## src/core/tpsp_pkg.sv

```systemverilog
// constants of the three pin port with serial pin select
package tpsp_pkg;
   localparam int          PORT_W       = 3;
   localparam int          ADDR_W       = 18;
   localparam int          DATA_W       = 32;
   // register indices, byte address is four times the index
   localparam logic [15:0] IDX_DATA     = 16'hffd6;
   localparam logic [15:0] IDX_DIR      = 16'hffe6;
   localparam logic [15:0] IDX_PULL     = 16'hffee;
   localparam logic [15:0] IDX_SEL      = 16'hfffd;
   localparam logic [15:0] IDX_MODE7    = 16'hffff;
   localparam logic [1:0]  ALIGN_ZERO   = 2'h0;
   // reset and read values
   localparam logic [2:0]  PORT_RESET   = 3'h0;
   localparam logic [7:0]  DIR_READ     = 8'hff;
   localparam logic [7:0]  MODE7_RESET  = 8'hf8;
   localparam logic [7:0]  MODE7_FIXED  = 8'hf8;
   localparam logic [7:0]  MODE7_MASK   = 8'h05;
   localparam logic [4:0]  LOW_PAD      = 5'h00;
   localparam logic [23:0] WORD_PAD     = 24'h000000;
   // field positions
   localparam int          SEL_SCK_BIT  = 0;
   localparam int          SEL_SI_BIT   = 1;
   localparam int          SEL_SO_BIT   = 2;
   localparam int          M7_OD_BIT    = 0;
   localparam int          M7_TXD_BIT   = 2;
   // bus handshake states
   typedef enum logic [1:0] {
      TPSP_IDLE = 2'b01,
      TPSP_ACK  = 2'b10
   } tpsp_bus_state_t;
endpackage

```

## src/core/tpsp_port.sv

```systemverilog
// three pin port with serial pin select and register slave
// Function
// - data register keeps one output bit per pin in bits 2 to 0
// - direction 1: data read returns the latched bit
// - direction 0: data read returns the live pin level
// - direction 1 drives latched data, except that pin 2 releases a one while mode bit 0 is set; direction 0 turns driver off
// - direction and data drive the pin only while it is general i/o; direction still gates the pull-up
// - direction register is write-only and reads as all ones
// - pull-up on only when direction is 0 and pull bit is 1
// - bits 7 to 3 of data, pull-up and select read 0, unwritable
// - reset clears data, direction, pull-up and select registers
// - select bit 2 puts serial data output on pin 2
// - select bit 1 feeds pin 1 to serial data input
// - select bit 0 makes pin 0 the two-way serial clock
// - mode bit 2 hands neighbour pin 2 to the transmit output
// - mode bit 0 makes serial output pin open-drain
// - mode register resets to f8, bits 7..3 read 1, bit 1 reads 0
//
// Design decision made here: the Avalon-MM interface to the registers.
`timescale 1ns/1ps
module tpsp_port (
   // clock and reset
   input  wire logic                       sys_clk,
   input  wire logic                       rst_n,
   // avalon-mm slave
   input  wire logic [tpsp_pkg::ADDR_W-1:0] avs_address,
   input  wire logic                       avs_read,
   input  wire logic                       avs_write,
   input  wire logic [3:0]                 avs_byteenable,
   input  wire logic [tpsp_pkg::DATA_W-1:0] avs_writedata,
   output logic [tpsp_pkg::DATA_W-1:0]     avs_readdata,
   output logic                            avs_waitrequest,
   // port pins
   input  wire logic [tpsp_pkg::PORT_W-1:0] pin_in,
   output logic [tpsp_pkg::PORT_W-1:0]     pin_out,
   output logic [tpsp_pkg::PORT_W-1:0]     pin_oe,
   output logic [tpsp_pkg::PORT_W-1:0]     pin_pullup,
   // clocked serial unit
   input  wire logic                       ser_data_out,
   input  wire logic                       ser_clk_out,
   input  wire logic                       ser_clk_oe,
   output logic                            ser_data_in,
   output logic                            ser_clk_in,
   // neighbour port transmit pin
   output logic                            txd_pin_select
);
   import tpsp_pkg::*;

   ////////////////////////////////////////////////////////////////////////
   // registers
   logic [PORT_W-1:0] data_q, data_d;
   logic [PORT_W-1:0] dir_q, dir_d;
   logic [PORT_W-1:0] pull_q, pull_d;
   logic [PORT_W-1:0] sel_q, sel_d;
   logic              txd_q, txd_d;
   logic              od_q, od_d;
   logic [7:0]        rdata_d;
   logic [DATA_W-1:0] readdata_q;
   logic              ser_data_in_q, ser_data_in_d;
   logic              ser_clk_in_q, ser_clk_in_d;
   logic              load;
   logic              commit;
   logic              lane0;
   logic              aligned;
   logic [15:0]       idx;
   logic [7:0]        wbyte;
   logic [7:0]        mode7_rd;
   logic [PORT_W-1:0] port_rd;
   logic [PORT_W-1:0] fn_out;
   logic [PORT_W-1:0] fn_oe;

   ////////////////////////////////////////////////////////////////////////
   // bus handshake
   tpsp_bus_slave u_bus (
      .sys_clk       (sys_clk),
      .rst_n         (rst_n),
      .req_read      (avs_read),
      .req_write     (avs_write),
      .waitrequest_q (avs_waitrequest),
      .load          (load),
      .commit        (commit)
   );

   ////////////////////////////////////////////////////////////////////////
   // register access
   always_comb begin
      idx      = avs_address[ADDR_W-1:2];
      aligned  = avs_address[1:0] == ALIGN_ZERO;
      lane0    = avs_byteenable[0];
      wbyte    = avs_writedata[7:0];
      port_rd  = (dir_q & data_q) | (~dir_q & pin_in);
      mode7_rd = MODE7_FIXED | (MODE7_MASK & {LOW_PAD, txd_q, 1'b0, od_q});
      data_d   = data_q;
      dir_d    = dir_q;
      pull_d   = pull_q;
      sel_d    = sel_q;
      txd_d    = txd_q;
      od_d     = od_q;
      rdata_d  = 8'h00;
      if (aligned && idx == IDX_DATA) begin
         rdata_d = {LOW_PAD, port_rd};
      end else if (aligned && idx == IDX_DIR) begin
         rdata_d = DIR_READ;
      end else if (aligned && idx == IDX_PULL) begin
         rdata_d = {LOW_PAD, pull_q};
      end else if (aligned && idx == IDX_SEL) begin
         rdata_d = {LOW_PAD, sel_q};
      end else if (aligned && idx == IDX_MODE7) begin
         rdata_d = mode7_rd;
      end
      if (commit && avs_write && lane0 && aligned) begin
         if (idx == IDX_DATA) begin
            data_d = wbyte[PORT_W-1:0];
         end else if (idx == IDX_DIR) begin
            dir_d = wbyte[PORT_W-1:0];
         end else if (idx == IDX_PULL) begin
            pull_d = wbyte[PORT_W-1:0];
         end else if (idx == IDX_SEL) begin
            sel_d = wbyte[PORT_W-1:0];
         end else if (idx == IDX_MODE7) begin
            txd_d = wbyte[M7_TXD_BIT];
            od_d  = wbyte[M7_OD_BIT];
         end
      end
   end

   always_ff @(posedge sys_clk) begin
      if (!rst_n) begin
         data_q     <= PORT_RESET;
         dir_q      <= PORT_RESET;
         pull_q     <= PORT_RESET;
         sel_q      <= PORT_RESET;
         txd_q      <= MODE7_RESET[M7_TXD_BIT];
         od_q       <= MODE7_RESET[M7_OD_BIT];
         readdata_q <= '0;
      end else begin
         data_q <= data_d;
         dir_q  <= dir_d;
         pull_q <= pull_d;
         sel_q  <= sel_d;
         txd_q  <= txd_d;
         od_q   <= od_d;
         if (load && avs_read) begin
            readdata_q <= {WORD_PAD, rdata_d};
         end
      end
   end

   assign avs_readdata = readdata_q;

   ////////////////////////////////////////////////////////////////////////
   // serial function routing
   always_comb begin
      fn_out              = '0;
      fn_oe               = '0;
      fn_out[SEL_SO_BIT]  = ser_data_out;
      fn_oe[SEL_SO_BIT]   = 1'b1;
      fn_out[SEL_SCK_BIT] = ser_clk_out;
      fn_oe[SEL_SCK_BIT]  = ser_clk_oe;
      ser_data_in_d       = sel_q[SEL_SI_BIT] ? pin_in[SEL_SI_BIT] : 1'b1;
      ser_clk_in_d        = sel_q[SEL_SCK_BIT] ? pin_in[SEL_SCK_BIT] : 1'b1;
   end

   always_ff @(posedge sys_clk) begin
      if (!rst_n) begin
         ser_data_in_q  <= 1'b1;
         ser_clk_in_q   <= 1'b1;
         txd_pin_select <= 1'b0;
      end else begin
         ser_data_in_q  <= ser_data_in_d;
         ser_clk_in_q   <= ser_clk_in_d;
         txd_pin_select <= txd_q;
      end
   end

   assign ser_data_in = ser_data_in_q;
   assign ser_clk_in  = ser_clk_in_q;

   ////////////////////////////////////////////////////////////////////////
   // pin cells
   for (genvar i = 0; i < PORT_W; i++) begin : g_pin
      tpsp_pin_cell u_cell (
         .sys_clk    (sys_clk),
         .rst_n      (rst_n),
         .fn_select  (sel_q[i]),
         .dir        (dir_q[i]),
         .data       (data_q[i]),
         .pull       (pull_q[i]),
         .open_drain (od_q && (i == SEL_SO_BIT)),
         .fn_out     (fn_out[i]),
         .fn_oe      (fn_oe[i]),
         .pad_out_q  (pin_out[i]),
         .pad_oe_q   (pin_oe[i]),
         .pullup_q   (pin_pullup[i])
      );
   end

   ////////////////////////////////////////////////////////////////////////
   // checks
   a_dir_reads_ones: assert property (@(posedge sys_clk) disable iff (!rst_n)
      load && avs_read && aligned && idx == IDX_DIR
      |=> avs_readdata == {WORD_PAD, DIR_READ})
      else $error("direction register read not all ones");
   a_data_read_mix: assert property (@(posedge sys_clk) disable iff (!rst_n)
      load && avs_read && aligned && idx == IDX_DATA
      |=> avs_readdata[PORT_W-1:0] ==
          (($past(dir_q) & $past(data_q)) | (~$past(dir_q) & $past(pin_in))))
      else $error("data read does not mix latch and pin by direction");
   a_reserved_zero: assert property (@(posedge sys_clk) disable iff (!rst_n)
      load && avs_read && aligned
      && (idx == IDX_DATA || idx == IDX_PULL || idx == IDX_SEL)
      |=> avs_readdata[7:PORT_W] == LOW_PAD)
      else $error("reserved bits not read as zero");
   a_mode7_fixed: assert property (@(posedge sys_clk) disable iff (!rst_n)
      load && avs_read && aligned && idx == IDX_MODE7
      |=> (avs_readdata[7:0] & ~MODE7_MASK) == MODE7_FIXED)
      else $error("mode register reserved bits wrong");
   a_reset_clear: assert property (@(posedge sys_clk)
      !rst_n |=> data_q == PORT_RESET && dir_q == PORT_RESET
      && pull_q == PORT_RESET && sel_q == PORT_RESET && !od_q && !txd_q)
      else $error("registers not cleared by reset");
   a_so_drive: assert property (@(posedge sys_clk) disable iff (!rst_n)
      sel_q[SEL_SO_BIT] && !od_q ##1 $stable(sel_q) && $stable(od_q)
      |-> pin_oe[SEL_SO_BIT] && pin_out[SEL_SO_BIT] == $past(ser_data_out))
      else $error("serial output not on pin 2");
   a_open_drain: assert property (@(posedge sys_clk) disable iff (!rst_n)
      od_q && sel_q[SEL_SO_BIT] && ser_data_out
      |=> !pin_oe[SEL_SO_BIT])
      else $error("open-drain pin drives high");
   a_write_commit: assert property (@(posedge sys_clk) disable iff (!rst_n)
      commit && avs_write && lane0 && aligned && idx == IDX_DIR
      |=> dir_q == $past(wbyte[PORT_W-1:0]))
      else $error("direction write not kept");
endmodule // tpsp_port

```

## src/core/tpsp_bus_slave.sv

```systemverilog
// avalon-mm handshake: one wait cycle, then one answer cycle
`timescale 1ns/1ps
module tpsp_bus_slave (
   // clock and reset
   input  wire logic sys_clk,
   input  wire logic rst_n,
   // request
   input  wire logic req_read,
   input  wire logic req_write,
   // handshake
   output logic      waitrequest_q,
   output logic      load,
   output logic      commit
);
   import tpsp_pkg::*;

   tpsp_bus_state_t state_q, state_d;
   logic            waitrequest_d;

   always_comb begin
      state_d       = state_q;
      waitrequest_d = 1'b1;
      load          = 1'b0;
      commit        = 1'b0;
      case (state_q)
         TPSP_IDLE: begin
            if (req_read || req_write) begin
               load          = 1'b1;
               state_d       = TPSP_ACK;
               waitrequest_d = 1'b0;
            end
         end
         TPSP_ACK: begin
            commit  = 1'b1;
            state_d = TPSP_IDLE;
         end
         default: state_d = TPSP_IDLE;
      endcase
   end

   always_ff @(posedge sys_clk) begin
      if (!rst_n) begin
         state_q       <= TPSP_IDLE;
         waitrequest_q <= 1'b1;
      end else begin
         state_q       <= state_d;
         waitrequest_q <= waitrequest_d;
      end
   end

   a_wait_one_cycle: assert property (@(posedge sys_clk) disable iff (!rst_n)
      !waitrequest_q |=> waitrequest_q)
      else $error("waitrequest low for more than one cycle");
endmodule // tpsp_bus_slave

```

## src/core/tpsp_pin_cell.sv

```systemverilog
// one port pin: general i/o or handed to a serial function
`timescale 1ns/1ps
module tpsp_pin_cell (
   // clock and reset
   input  wire logic sys_clk,
   input  wire logic rst_n,
   // port settings
   input  wire logic fn_select,
   input  wire logic dir,
   input  wire logic data,
   input  wire logic pull,
   input  wire logic open_drain,
   // serial function drive
   input  wire logic fn_out,
   input  wire logic fn_oe,
   // pad
   output logic      pad_out_q,
   output logic      pad_oe_q,
   output logic      pullup_q
);
   logic pad_out_d;
   logic pad_oe_d;
   logic pullup_d;
   logic drive;

   always_comb begin
      pad_out_d = fn_select ? fn_out : data;
      drive     = fn_select ? fn_oe : dir;
      // high side off: a driven one becomes released
      pad_oe_d  = drive && !(open_drain && pad_out_d);
      pullup_d  = pull && !dir;
   end

   always_ff @(posedge sys_clk) begin
      if (!rst_n) begin
         pad_out_q <= 1'b0;
         pad_oe_q  <= 1'b0;
         pullup_q  <= 1'b0;
      end else begin
         pad_out_q <= pad_out_d;
         pad_oe_q  <= pad_oe_d;
         pullup_q  <= pullup_d;
      end
   end

   a_pullup_gate: assert property (@(posedge sys_clk) disable iff (!rst_n)
      pullup_q |-> $past(pull) && !$past(dir))
      else $error("pull-up on while pin is output or pull bit clear");
   a_gpio_drive: assert property (@(posedge sys_clk) disable iff (!rst_n)
      $past(!fn_select && !open_drain, 1) && $past(rst_n)
      |-> pad_oe_q == $past(dir) && pad_out_q == $past(data))
      else $error("general i/o pin does not follow direction and data");
endmodule // tpsp_pin_cell

```

## config.mk

```make
export PLATFORM = sky130hd
export DESIGN_NAME = tpsp_port
export DESIGN_NICKNAME = d
export VERILOG_FILES = /design/src/core/tpsp_pkg.sv /design/src/core/tpsp_port.sv /design/src/core/tpsp_bus_slave.sv /design/src/core/tpsp_pin_cell.sv
export SDC_FILE = /design/constraint.sdc
export NUM_CORES = 1
export LEC_CHECK = 0
export ABC_AREA = 1
export BUFFER_PORTS_ARGS = -buffer_cell sky130_fd_sc_hd__buf_2
export CAP_MARGIN = 10
export CORE_MARGIN = 2
export CORE_UTILIZATION = 42
export DETAILED_ROUTE_END_ITERATION = 10
export GPL_TIMING_DRIVEN = 0
export PLACE_DENSITY = 0.82
export SETUP_SLACK_MARGIN = 0.3
export SLEW_MARGIN = 20
export SYNTH_ARGS = -nofsm -noshare
export SYNTH_HDL_FRONTEND = slang
export SYNTH_SLANG_ARGS = --single-unit
```

## constraint.sdc

```tcl
create_clock -name sys_clk -period 1.9 [get_ports sys_clk]
set_input_delay 0.19 -clock sys_clk [delete_from_list [all_inputs] [get_ports sys_clk]]
set_output_delay 0.19 -clock sys_clk [all_outputs]
set_load 0.01 [all_outputs]
```

=== Word level (Yosys, flattened, before mapping) ===
Index checks and enable logic that the tools add are counted.

* Bits in latches: 0
* Flip-flop bits (word level): 37
* Memories kept: 0
* Memory bits (read-only): 0
* Input bits: 64
* Bits in writable memories: 0

* Div/mod/pow operators: 0
* Bitwise logic cells: 9
* Shifts and indexed selects: 0
* Eq/ne operators: 7
* Multiplexer cells: 13
* $mul: 0
* Add/sub/neg operators: 0
* Magnitude comparators: 0
* Reductions and logical operators: 29

{| class="wikitable"
|+ Operators by type and width
! cell !! count
|-
| $eq 16x16->1 const B || 5
|-
| $mux 8 || 5
|-
| $logic_and 1x1->1 || 14
|-
| $mux 1 || 8
|-
| $reduce_and 2->1 || 4
|-
| $and 3x3->3 || 2
|-
| $reduce_and 6->1 || 1
|-
| $not 1->1 || 5
|-
| $reduce_and 5->1 || 1
|-
| $logic_not 1->1 || 4
|-
| $reduce_and 4->1 || 1
|-
| $not 3->3 || 1
|-
| $or 3x3->3 || 1
|-
| $reduce_and 3->1 || 1
|-
| $eq 2x1->1 const B || 1
|-
| $eq 2x2->1 const B || 1
|-
| $logic_not 2->1 || 1
|-
| $reduce_or 2->1 || 1
|-
| $logic_or 1x1->1 || 1
|}

=== Longest topological paths before layout ===
Gate-level depths: netlist of the first run.

* Word-level depth: 7
* Mapped depth: 10
* Depth with buffers taken out: 10

=== Modules after synthesis ===
A second synthesis of the first run with hierarchy kept.

* Cell total of the unflattened synthesis: 283
* Area total of the unflattened synthesis: 1900.6 µm²

{| class="wikitable"
|+ By module, submodules not included
! module !! area each (µm²) !! instances !! cells each !! seq. area each (µm²)
|-
| tpsp_port || 1395.1 || 1 || 203 || 420.4
|-
| tpsp_pin_cell || 128.9 || 3 || 21 || 60.1
|-
| tpsp_bus_slave || 118.9 || 1 || 17 || 60.1
|}

=== Worst setup path after synthesis of the first run ===
No wires, ideal clock.

* Path kind: register to register
* Start point: reg u_bus.state_q[0]
* End point: reg pull_q[0]
* Buffers on the path: 0
* Data required time: 1.830 ns
* Data arrival time: 1.052 ns
* Cell stages (with the launch flop): 9
* Period minus slack after synthesis: 1.122 ns
* Slack: 0.778 ns
* Path through: dfxtp_1 -> inv_1 -> and3_1 -> nand3_4 -> inv_2 -> nand2_4 -> nor2_8 -> o21ai_1 -> a21oi_1

* Longest elaborated chain between the ends: 6

{| class="wikitable"
|+ RTL lines
! what !! RTL line !! RTL
|-
| start, declared || tpsp_bus_slave.sv:17 || <nowiki>tpsp_bus_state_t state_q, state_d;</nowiki>
|-
| start signal, assigned || tpsp_bus_slave.sv:46 || <nowiki>state_q <= state_d;</nowiki>
|-
| $eq 2x2->1 || tpsp_bus_slave.sv:25 || <nowiki>case (state_q)</nowiki>
|-
| $mux 1 || tpsp_bus_slave.sv:25 ||
|-
| $logic_and 1x1->1 (3 in series) || tpsp_port.sv:111 || <nowiki>if (commit && avs_write && lane0 && aligned) begin</nowiki>
|-
| $reduce_and 4->1 (no source line) || - ||
|-
| end signal, assigned || tpsp_port.sv:139 || <nowiki>pull_q <= pull_d;</nowiki>
|-
| end, declared || tpsp_port.sv:53 || <nowiki>logic [PORT_W-1:0] pull_q, pull_d;</nowiki>
|}

No other way between the ends.
A chain may end at the register's enable or synchronous reset.

=== Worst setup path in the final report of the first run ===
* Start point: reg dir_q[2]
* End point: reg readdata_q[2] (netlist: avs_readdata[2])

* Longest elaborated chain between the ends: 4
* Elaborated cells on any way between the ends: 5
* Those cells by class: mux: 1; bitwise: 4

{| class="wikitable"
|+ RTL lines
! what !! RTL line !! RTL
|-
| start, declared || tpsp_port.sv:52 || <nowiki>logic [PORT_W-1:0] dir_q, dir_d;</nowiki>
|-
| start signal, assigned || tpsp_port.sv:138 || <nowiki>dir_q <= dir_d;</nowiki>
|-
| $not 3->3 || tpsp_port.sv:91 || <nowiki>port_rd = (dir_q & data_q) | (~dir_q & pin_in);</nowiki>
|-
| $and 3x3->3 || tpsp_port.sv:91 ||
|-
| $or 3x3->3 * || tpsp_port.sv:91 ||
|-
| $mux 8 * || tpsp_port.sv:100 || <nowiki>if (aligned && idx == IDX_DATA) begin</nowiki>
|-
| end signal, assigned || tpsp_port.sv:144 || <nowiki>readdata_q <= {WORD_PAD, rdata_d};</nowiki>
|-
| end, declared || tpsp_port.sv:58 || <nowiki>logic [DATA_W-1:0] readdata_q;</nowiki>
|}

Every way passes the cells marked *; elsewhere a longest branch is shown, timed or not.

==> results of run 1 <==
==> registers in the layout (all words and copies together), names as in the netlist <==
signal                  flops
txd_q                       1
u_bus.waitrequest_q         1
avs_readdata                4
g_pin.u_cell.pullup_q       3
g_pin.u_cell.pad_oe_q       3
dir_q                       3
pull_q                      3
sel_q                       3
txd_pin_select              1
u_bus.state_q               2
od_q                        1
ser_data_in                 1
data_q                      3
ser_clk_in                  1
g_pin.u_cell.pad_out_q      3
==> per-layer routing <==
metal	vias to the layer above	global-route usage, %	part of all wire, %
met5	-	0	0
met4	0	5.13	1.4
met3	6	5.05	6.1
met2	47	28.0	50
met1	681	18.3	43
li1	877	-	-
==> power groups by stage <==
stage               registers [W]  logic (W)  clock network [W]
floorplan                0.000721   0.000126                  0
global placement         0.000719   0.000187                  0
detailed placement       0.000720   0.000189                  0
CTS                      0.000704   0.000190           0.000686
global route             0.000705   0.000212           0.000722
finish                   0.000704   0.000191           0.000671
==> cells by family after synthesis <==
logic type	after synthesis
AO/OA/AOI/OAI	38
buffers and inverters	68
flip-flops	33
multiplexers	2
other	1
AND/OR/NAND/NOR	99
==> cell usage in the layout, fill, tap and decap left out <==
cell type	count
o21ai_1	6
nor2_8	3
a21oi_1	16
nor2_2	7
o21ai_0	11
buf_4	37
inv_2	5
nand2_1	37
nand4_1	3
nor2_4	2
a21oi_2	2
nand2_4	2
mux2i_1	1
nor3_2	2
clkinv_1	1
nor3_1	3
and3_1	3
nor2_1	20
o22ai_1	1
nand3_4	1
inv_1	23
clkbuf_8	6
buf_2	52
mux2_2	1
nand2_2	4
clkbuf_1	3
nand3_1	12
bufinv_16	1
conb_1	24
o211ai_1	2
dfxtp_1	33
==> tightest hold or removal path, stage by stage <==
cell     delay (ps)
buf_2            70
inv_1            40
nand3_1          50
==> how the worst max path moves through the flow <==
| stage | to | slack [ps] | from |
|---|---|---|---|
| global placement | sel_q[0]$_SDFFE_PN0P_ | 560 | avs_address[4] |
| detailed placement | sel_q[0]$_SDFFE_PN0P_ | 530 | avs_address[4] |
| global route | pull_q[1]$_SDFFE_PN0P_ | 520 | u_bus.state_q[0]$_SDFFE_PN1N_ |
| CTS | dir_q[1]$_SDFFE_PN0P_ | 650 | u_bus.state_q[0]$_SDFFE_PN1N_ |
| floorplan | pull_q[0]$_SDFFE_PN0P_ | 780 | u_bus.state_q[0]$_SDFFE_PN1N_ |
| finish | avs_readdata[2]$_SDFFE_PN0P_ | 660 | dir_q[2]$_SDFFE_PN0P_ |
==> metrics by stage <==
step	util (%)	total power, W	worst slack [ps]	hold WS [ps]	area [um2]
after global routing	57.4	0.00164	521	117	2350
after global placement	54.6	0.000907	555	392	2230
after CTS	57.4	0.00158	648	92.9	2350
final	57.4	0.00157	655	98.7	2350
after floorplan	-	0.000847	778	293	1910
after detailed placement	54.6	0.000909	533	395	2230
==> layout make-up <==
| cell class | count | area, um2 | area share, % |
|---|---|---|---|
| Multi-Input combinational cell | 163 | 853 | 36.4 |
| Sequential cell | 33 | 661 | 28.1 |
| Buffer | 39 | 285 | 12.2 |
| Timing Repair Buffer | 52 | 260 | 11.1 |
| Inverter | 29 | 109 | 4.64 |
| Clock buffer | 7 | 86.3 | 3.68 |
| Tap cell | 50 | 62.6 | 2.67 |
| Clock inverter | 1 | 30.0 | 1.28 |
==> impl_metrics.env, run 1 <==
export IMPL_outcome="completed"
export IMPL_drv_slew=0
export IMPL_grtUsageTotal_pct=16.0
export IMPL_swShare_pct=22.4
export IMPL_min_period_ps=1240
export IMPL_final_hold_violation_count=0
export IMPL_p_clk_share_pct=42.8
export IMPL_rr_startpoint="dir_q[2]$_SDFFE_PN0P_"
export IMPL_end_kind="flip-flop"
export IMPL_ant_nets=0
export IMPL_synth_ff_type="dfxtp_1"
export IMPL_cts_hold_buffers=0
export IMPL_r2r_end="avs_readdata[2]$_SDFFE_PN0P_"
export IMPL_min_from="pin_in[1]"
export IMPL_routed_wl_um=3710
export IMPL_min_path_cells=3
export IMPL_place_hpwl_um=3000
export IMPL_fin_skew_ps=5.66
export IMPL_power_switching_w=0.000351
export IMPL_crit_slowest_cell="dfxtp_1"
export IMPL_grt_pass1_wl_um=6170
export IMPL_ys_seq_area_share_pct=36.3
export IMPL_pwr_share_seq_pct=45.0
export IMPL_avgSynthCellArea_um2=7.56
export IMPL_cap_violations=0
export IMPL_setup_viol=0
export IMPL_synth_top_area_share_pct=36.3
export IMPL_cts_resized=0
export IMPL_dp_cells=366
export IMPL_viasPerCell=4.31
export IMPL_start_util_pct=44.6
export IMPL_post_route_period_util_pct=65.5
export IMPL_rows=23
export IMPL_cts_clk_slew_worst_paths_ps=60
export IMPL_clock_path_buffers=2
export IMPL_firstDrtPassIters=4
export IMPL_worst_r2r_setup_slack_ps=660
export IMPL_die_h_um=69.9
export IMPL_port_buffers=52
export IMPL_die_w_um=69.9
export IMPL_final_layout_size_suffix_gt1_share_pct=38.6
export IMPL_critPathRequiredTime_ps=2070
export IMPL_worstSkewPairLatency_ps=290
export IMPL_async_flop_share_pct=0
export IMPL_grt_start_max_net_pins=11
export IMPL_synth_top_family_by_area="simple AND/OR/NAND/NOR gates"
export IMPL_reg2reg_depth=5
export IMPL_ys_warn_count=0
export IMPL_hp_class="input port to flip-flop"
export IMPL_io_pins=109
export IMPL_synth_mux_area_share_pct=1.17
export IMPL_wl_per_cell_um=9.93
export IMPL_synthAdderAreaFrac_pct=0
export IMPL_cts_tree="done"
export IMPL_netlist_area_mm2=0.00182
export IMPL_combinationalPowerShare_pct=12.2
export IMPL_cts_sinks=33
export IMPL_drc=0
export IMPL_ys_types=28
export IMPL_timing_fmax_ghz=0.803
export IMPL_numCtsBuffers=5
export IMPL_final_cells=374
export IMPL_fin_nets=387
export IMPL_path_cells="mux2_2 > o21ai_0 > inv_1 > nand2_1 > a21oi_2"
export IMPL_synth_largest_area_cell="dfxtp_1"
export IMPL_critPathMaxFanout=4
export IMPL_p_leak_nw=1.27
export IMPL_critPathArrivalTime_ps=1410
export IMPL_nFillCells=406
export IMPL_hold_path_end="ser_data_in$_SDFF_PN1_"
export IMPL_synthCells=241
export IMPL_path_buf_inv=1
export IMPL_synthTopCellsByArea="dfxtp_1, buf_4, nand2_1"
export IMPL_ir_worst_vdd_uv=685
export IMPL_ys_ff_latch=33
export IMPL_first_iter_violations=70
export IMPL_synth_compound_area_share_pct=11.2
export IMPL_startpoint_type="flip-flop"
export IMPL_cp_top_family="flip-flops"
export IMPL_synth_xor_area_share_pct=0
export IMPL_cp_depth=5
export IMPL_synth_edf_count=0
export IMPL_gp_congestion=0.860
export IMPL_yosys_top_cells_count="buf_4, nand2_1, dfxtp_1"
export IMPL_dieArea_mm2=0.00488
export IMPL_htreeDepth=2
export IMPL_cts_root_buffer="clkbuf_8"
export IMPL_p_int_w=0.00122
export IMPL_yosys_area_share_simple_pct=29.5
export IMPL_areaGrowthSynthToFinish_pct=28.8
export IMPL_dr_total_vias=1611
export IMPL_grt_overflow=0
export IMPL_p_per_area_mw_per_mm2=667
export IMPL_rsz0062_at_grt="no"
export IMPL_coreArea_mm2=0.00409
export IMPL_cp_slowest_stage_delay_ps=410
export IMPL_fin_tns_setup_ps=0
export IMPL_insertedDiodeCount=0
export IMPL_antenna_found_initial=0
export IMPL_criticalPathCategory="flip-flop to flip-flop"
export IMPL_grt_pass1_vias=1438
export IMPL_cts_setup_buffers=0
Power figures use the tool's default switching activity.
==> run 2: changes to the inputs <==
==> constraint.sdc (replaced) <==
create_clock -name sys_clk -period 1.3 [get_ports sys_clk]
set_input_delay 0.13 -clock sys_clk [delete_from_list [all_inputs] [get_ports sys_clk]]
set_output_delay 0.13 -clock sys_clk [all_outputs]
set_load 0.01 [all_outputs]
==> impl_metrics.env, run 2 (same netlist as run 1, synthesis figures left out) <==
export IMPL_drc=0
export IMPL_min_period_ps=1200
export IMPL_die_h_um=69.9
export IMPL_clock_path_buffers=2
export IMPL_coreArea_mm2=0.00409
export IMPL_largest_reg_flops=4
export IMPL_dieArea_mm2=0.00488
export IMPL_grt_pass1_vias=1575
export IMPL_io_pins=109
export IMPL_drv_slew=0
export IMPL_cap_violations=0
export IMPL_grt_start_max_net_pins=11
export IMPL_wl_per_cell_um=10.1
export IMPL_viasPerCell=4.38
export IMPL_critPathMaxFanout=6
export IMPL_fin_nets=395
export IMPL_rsz0062_at_grt="yes"
export IMPL_dr_max_layer_used="met4"
export IMPL_antenna_found_initial=0
export IMPL_layout_common_cells="buf_2, buf_4, nand2_1, dfxtp_1, conb_1"
export IMPL_wl_met3_um=242
export IMPL_outcome="completed"
export IMPL_end_kind="flip-flop"
export IMPL_grt_pass1_wl_um=6670
export IMPL_htreeDepth=2
export IMPL_cts_sinks=33
export IMPL_fin_tns_setup_ps=0
export IMPL_utilization_pct=61.5
export IMPL_layout_commonest_cell="buf_2"
export IMPL_firstDrtPassIters=4
export IMPL_p_per_area_mw_per_mm2=936
export IMPL_routed_wl_um=3840
export IMPL_multiInputGateArea_um2=901
export IMPL_cts_tree="done"
export IMPL_ant_nets=0
export IMPL_startpoint_type="flip-flop"
export IMPL_cts_root_buffer="clkbuf_8"
export IMPL_rows=23
export IMPL_start_util_pct=44.6
export IMPL_ff_latch_area_um2=669
export IMPL_fin_skew_ps=5.02
export IMPL_insertedDiodeCount=0
export IMPL_worst_r2r_setup_slack_ps=100
export IMPL_wl_met2_um=1920
export IMPL_startpoint="u_bus.state_q[0]$_SDFFE_PN1N_"
export IMPL_p_leak_nw=1.34
export IMPL_worstSkewPairLatency_ps=280
export IMPL_cts_clk_slew_worst_paths_ps=70
export IMPL_ir_worst_vdd_uv=714
export IMPL_criticalPathCategory="flip-flop to flip-flop"
export IMPL_numCtsBuffers=5
export IMPL_die_w_um=69.9
export IMPL_critPathRequiredTime_ps=1520
export IMPL_met1Wirelength_um=1630
export IMPL_setup_viol=0
export IMPL_gp_congestion=0.819
export IMPL_hp_class="input port to flip-flop"
export IMPL_pre_cts_slack_ps=-3.67
export IMPL_dr_total_vias=1673
export IMPL_fin_ws_ps=99.9
export IMPL_first_iter_violations=62
export IMPL_rr_startpoint="u_bus.state_q[0]$_SDFFE_PN1N_"
export IMPL_min_from="pin_in[0]"
export IMPL_timing_fmax_ghz=0.833
export IMPL_final_hold_violation_count=0
export IMPL_grt_overflow=0
export IMPL_post_route_period_util_pct=92.3
export IMPL_final_layout_size_suffix_gt1_share_pct=45.2
export IMPL_port_buffers=52
export IMPL_grtUsageTotal_pct=16.9
export IMPL_nFillCells=358
export IMPL_critPathArrivalTime_ps=1420
export IMPL_power_w=0.00235
export IMPL_place_hpwl_um=2930
export IMPL_areaGrowthSynthToFinish_pct=37.9
-- run 2: cell types whose count changed in the layout (fill, tap and decap cells not counted), sizes merged --
cell  delta
buf      +8
-- run 2: per-stage QoR --
stage | instance area, um2 | hold WS, ps | cells
after global placement | 2240 | 333 | 366
final | 2510 | 47.7 | 382
after detailed placement | 2240 | 341 | 366
after floorplan | 1920 | 233 | 264
after CTS | 2450 | 41.3 | 380
after global routing | 2510 | 56.4 | 382
-- run 2: power by group --
part / switching [W] / leakage, nW / internal (W) / total (W)
logic: 0.000164 / 1.01 / 0.000167 / 0.000332
registers: 0.00000921 / 0.269 / 0.00102 / 0.00103
clock network: 0.000364 / 0.0585 / 0.000624 / 0.000988
total: 0.000538 / 1.34 / 0.00181 / 0.00235
-- run 2: metal layers --
| metal | global-route usage, % | vias to the layer above |
|---|---|---|
| met3 | 4.18 | 7 |
| li1 | - | 889 |
| met4 | 6.41 | 0 |
| met1 | 20.5 | 727 |
| met2 | 28.9 | 50 |
| met5 | 0 | - |
-- run 2: area by class of cell --
| class | count | share of cell area, % |
|---|---|---|
| inverters | 29 | 4.53 |
| repair buffers | 60 | 13.9 |
| plain buffers | 39 | 12.0 |
| multi-input cells | 163 | 35.9 |
| well taps | 50 | 2.49 |
| clock inverters | 1 | 1.20 |
| clock buffers | 7 | 3.44 |
| flip-flops and latches | 33 | 26.6 |
-- run 2: worst max-delay path, cell delays in order, from the launching register on --
cell and delay (ps):
dfxtp_1 310, inv_2 50, and3_4 170, nand3_4 100
inv_4 90, nand2_4 90, nor2_8 130, o21ai_1 80
a21oi_1 130
-- run 2: repair_timing --
| action | CTS | global route |
|---|---|---|
| setup endpoints to repair | 23 | 26 |
| pin swaps | 7 | 1 |
| setup buffers | 6 | 2 |
| endpoints found under the hold margin | 0 | 0 |
| gates resized for setup | 19 | 16 |
| hold buffers | 0 | 0 |
-- run 2: worst paths after layout --
| path | endpoint | cells after the start |
|---|---|---|
| worst min register to register | ser_clk_in$_SDFF_PN1_ | 1 |
| worst min-delay path | ser_clk_in$_SDFF_PN1_ | 3 |
| worst max-delay path | pull_q[0]$_SDFFE_PN0P_ | 8 |
| worst max register to register | pull_q[0]$_SDFFE_PN0P_ | 8 |
==> run 3: changes to the inputs <==
--- a/config.mk
+++ b/config.mk
@@ -13,7 +13,7 @@
 export DETAILED_ROUTE_END_ITERATION = 10
 export GPL_TIMING_DRIVEN = 0
 export PLACE_DENSITY = 0.82
-export SETUP_SLACK_MARGIN = 0.3
+export SETUP_SLACK_MARGIN = 0.05
 export SLEW_MARGIN = 20
 export SYNTH_ARGS = -nofsm -noshare
 export SYNTH_HDL_FRONTEND = slang
==> impl_metrics.env, run 3 (same netlist as run 1, synthesis figures left out) <==
export IMPL_outcome="completed"
export IMPL_cap_violations=0
export IMPL_post_route_period_util_pct=96.8
export IMPL_worst_r2r_setup_slack_ps=40
export IMPL_numCtsBuffers=5
export IMPL_first_iter_violations=53
export IMPL_r2r_end="avs_readdata[2]$_SDFFE_PN0P_"
export IMPL_dieArea_mm2=0.00488
export IMPL_startpoint_type="flip-flop"
export IMPL_cts_tree="done"
export IMPL_rr_startpoint="dir_q[2]$_SDFFE_PN0P_"
export IMPL_tightest_slew_ps=510
export IMPL_final_hold_violation_count=0
export IMPL_ir_worst_vdd_uv=985
export IMPL_rows=23
export IMPL_rsz0062_at_grt="yes"
export IMPL_clock_path_buffers=2
export IMPL_drv_slew=0
export IMPL_cts_clk_slew_worst_paths_ps=70
export IMPL_htreeDepth=2
export IMPL_port_buffers=52
export IMPL_layout_commonest_cell="buf_2"
export IMPL_critPathRequiredTime_ps=1470
export IMPL_viasPerCell=4.35
export IMPL_critPathArrivalTime_ps=1420
export IMPL_routed_wl_um=3810
export IMPL_io_pins=109
export IMPL_dp_cells=366
export IMPL_ant_nets=0
export IMPL_hp_class="input port to flip-flop"
export IMPL_final_layout_size_suffix_gt1_share_pct=42.4
export IMPL_die_h_um=69.9
export IMPL_firstDrtPassIters=4
export IMPL_fin_tns_setup_ps=0
export IMPL_p_per_area_mw_per_mm2=948
export IMPL_placed_cell_area_mm2=0.00223
export IMPL_final_cell_area_mm2=0.00242
export IMPL_dr_total_vias=1643
export IMPL_grt_overflow=0
export IMPL_grt_pass1_wl_um=6170
export IMPL_start_util_pct=44.6
export IMPL_max_slew_margin_pct=66.0
export IMPL_place_hpwl_um=3000
export IMPL_die_w_um=69.9
export IMPL_grtUsageTotal_pct=16.0
export IMPL_criticalPathCategory="flip-flop to flip-flop"
export IMPL_fin_skew_ps=5.63
export IMPL_min_from="pin_in[1]"
export IMPL_layout_common_cells="buf_2, buf_4, nand2_1, dfxtp_1, conb_1"
export IMPL_setup_viol=0
export IMPL_areaGrowthSynthToFinish_pct=32.9
export IMPL_largest_reg_flops=4
export IMPL_final_cells=378
export IMPL_cts_hold_buffers=0
export IMPL_cts_sinks=33
export IMPL_reg2reg_depth=5
export IMPL_fin_nets=391
export IMPL_cts_root_buffer="clkbuf_8"
export IMPL_grt_pass1_vias=1436
export IMPL_p_leak_nw=1.29
export IMPL_timing_fmax_ghz=0.795
export IMPL_endpoint="avs_readdata[2]$_SDFFE_PN0P_"
export IMPL_critPathMaxFanout=4
export IMPL_grt_start_max_net_pins=11
export IMPL_antenna_found_initial=0
export IMPL_end_kind="flip-flop"
export IMPL_nFillCells=403
export IMPL_insertedDiodeCount=0
export IMPL_min_period_ps=1260
export IMPL_startpoint="dir_q[2]$_SDFFE_PN0P_"
export IMPL_timing_hold_ws_ps=37.8
export IMPL_drc=0
export IMPL_gp_congestion=0.860
export IMPL_coreArea_mm2=0.00409
export IMPL_power_w=0.00229
export IMPL_wl_per_cell_um=10.1
export IMPL_worstSkewPairLatency_ps=290
[run 3: changes by cell type in the layout (fill, tap and decap cells not counted), sizes merged]
cell	change
buf	-4
[run 3: what timing repair did]
action                     in CTS  in global routing
setup endpoints to repair       1                 10
gates cloned                    0                  0
setup buffers                   0                  4
gates resized for setup         1                 13
pin swaps                       0                  3
[run 3: layer usage]
layer | part of all wire, % | vias to the layer above | wire (um) | GRT usage, %
met2 | 50 | 56 | 1910 | 27.9
met5 | 0 | - | 0 | 0
met3 | 6.9 | 6 | 261 | 5.05
li1 | - | 879 | - | -
met1 | 42 | 702 | 1590 | 18.4
met4 | 1.4 | 0 | 53 | 5.13
[run 3: power breakdown]
part           internal (W)  switching, W  leakage, nW
registers           0.00102    0.00000694        0.266
logic              0.000131      0.000154        0.962
clock network      0.000624      0.000356       0.0585
[run 3: worst max-delay path, stage by stage (launching register included)]
cell and delay [ps]:
dfxtp_1 420, mux2_2 360, o21ai_0 180, inv_1 50
nand2_1 80, a21oi_2 50
[run 3: worst min path at each step]
stage / endpoint / slack [ps] / cells after the start
after global placement: ser_clk_in$_SDFF_PN1_ / 330 / 3
after detailed placement: ser_data_in$_SDFF_PN1_ / 340 / 3
final: ser_data_in$_SDFF_PN1_ / 40 / 3
after global routing: ser_data_in$_SDFF_PN1_ / 60 / 3
after CTS: ser_data_in$_SDFF_PN1_ / 30 / 3
after floorplan: ser_clk_in$_SDFF_PN1_ / 230 / 2
[run 3: through the flow]
step | util, % | worst slack (ps)
floorplan | - | 178
global placement | 54.6 | 15.2
detailed placement | 54.6 | -7.07
CTS | 57.6 | 58.5
global route | 59.2 | -37.0
finish | 59.2 | 41.8
[run 3: layout make-up]
cell class              count  area (um2)  share of cell area, %
multi-input cells         163         890                   36.7
flip-flops and latches     33         662                   27.3
clock buffers               7        86.3                   3.57
plain buffers              39         285                   11.8
repair buffers             56         294                   12.1
inverters                  29         111                   4.60
well taps                  50        62.6                   2.58
clock inverters             1        30.0                   1.24
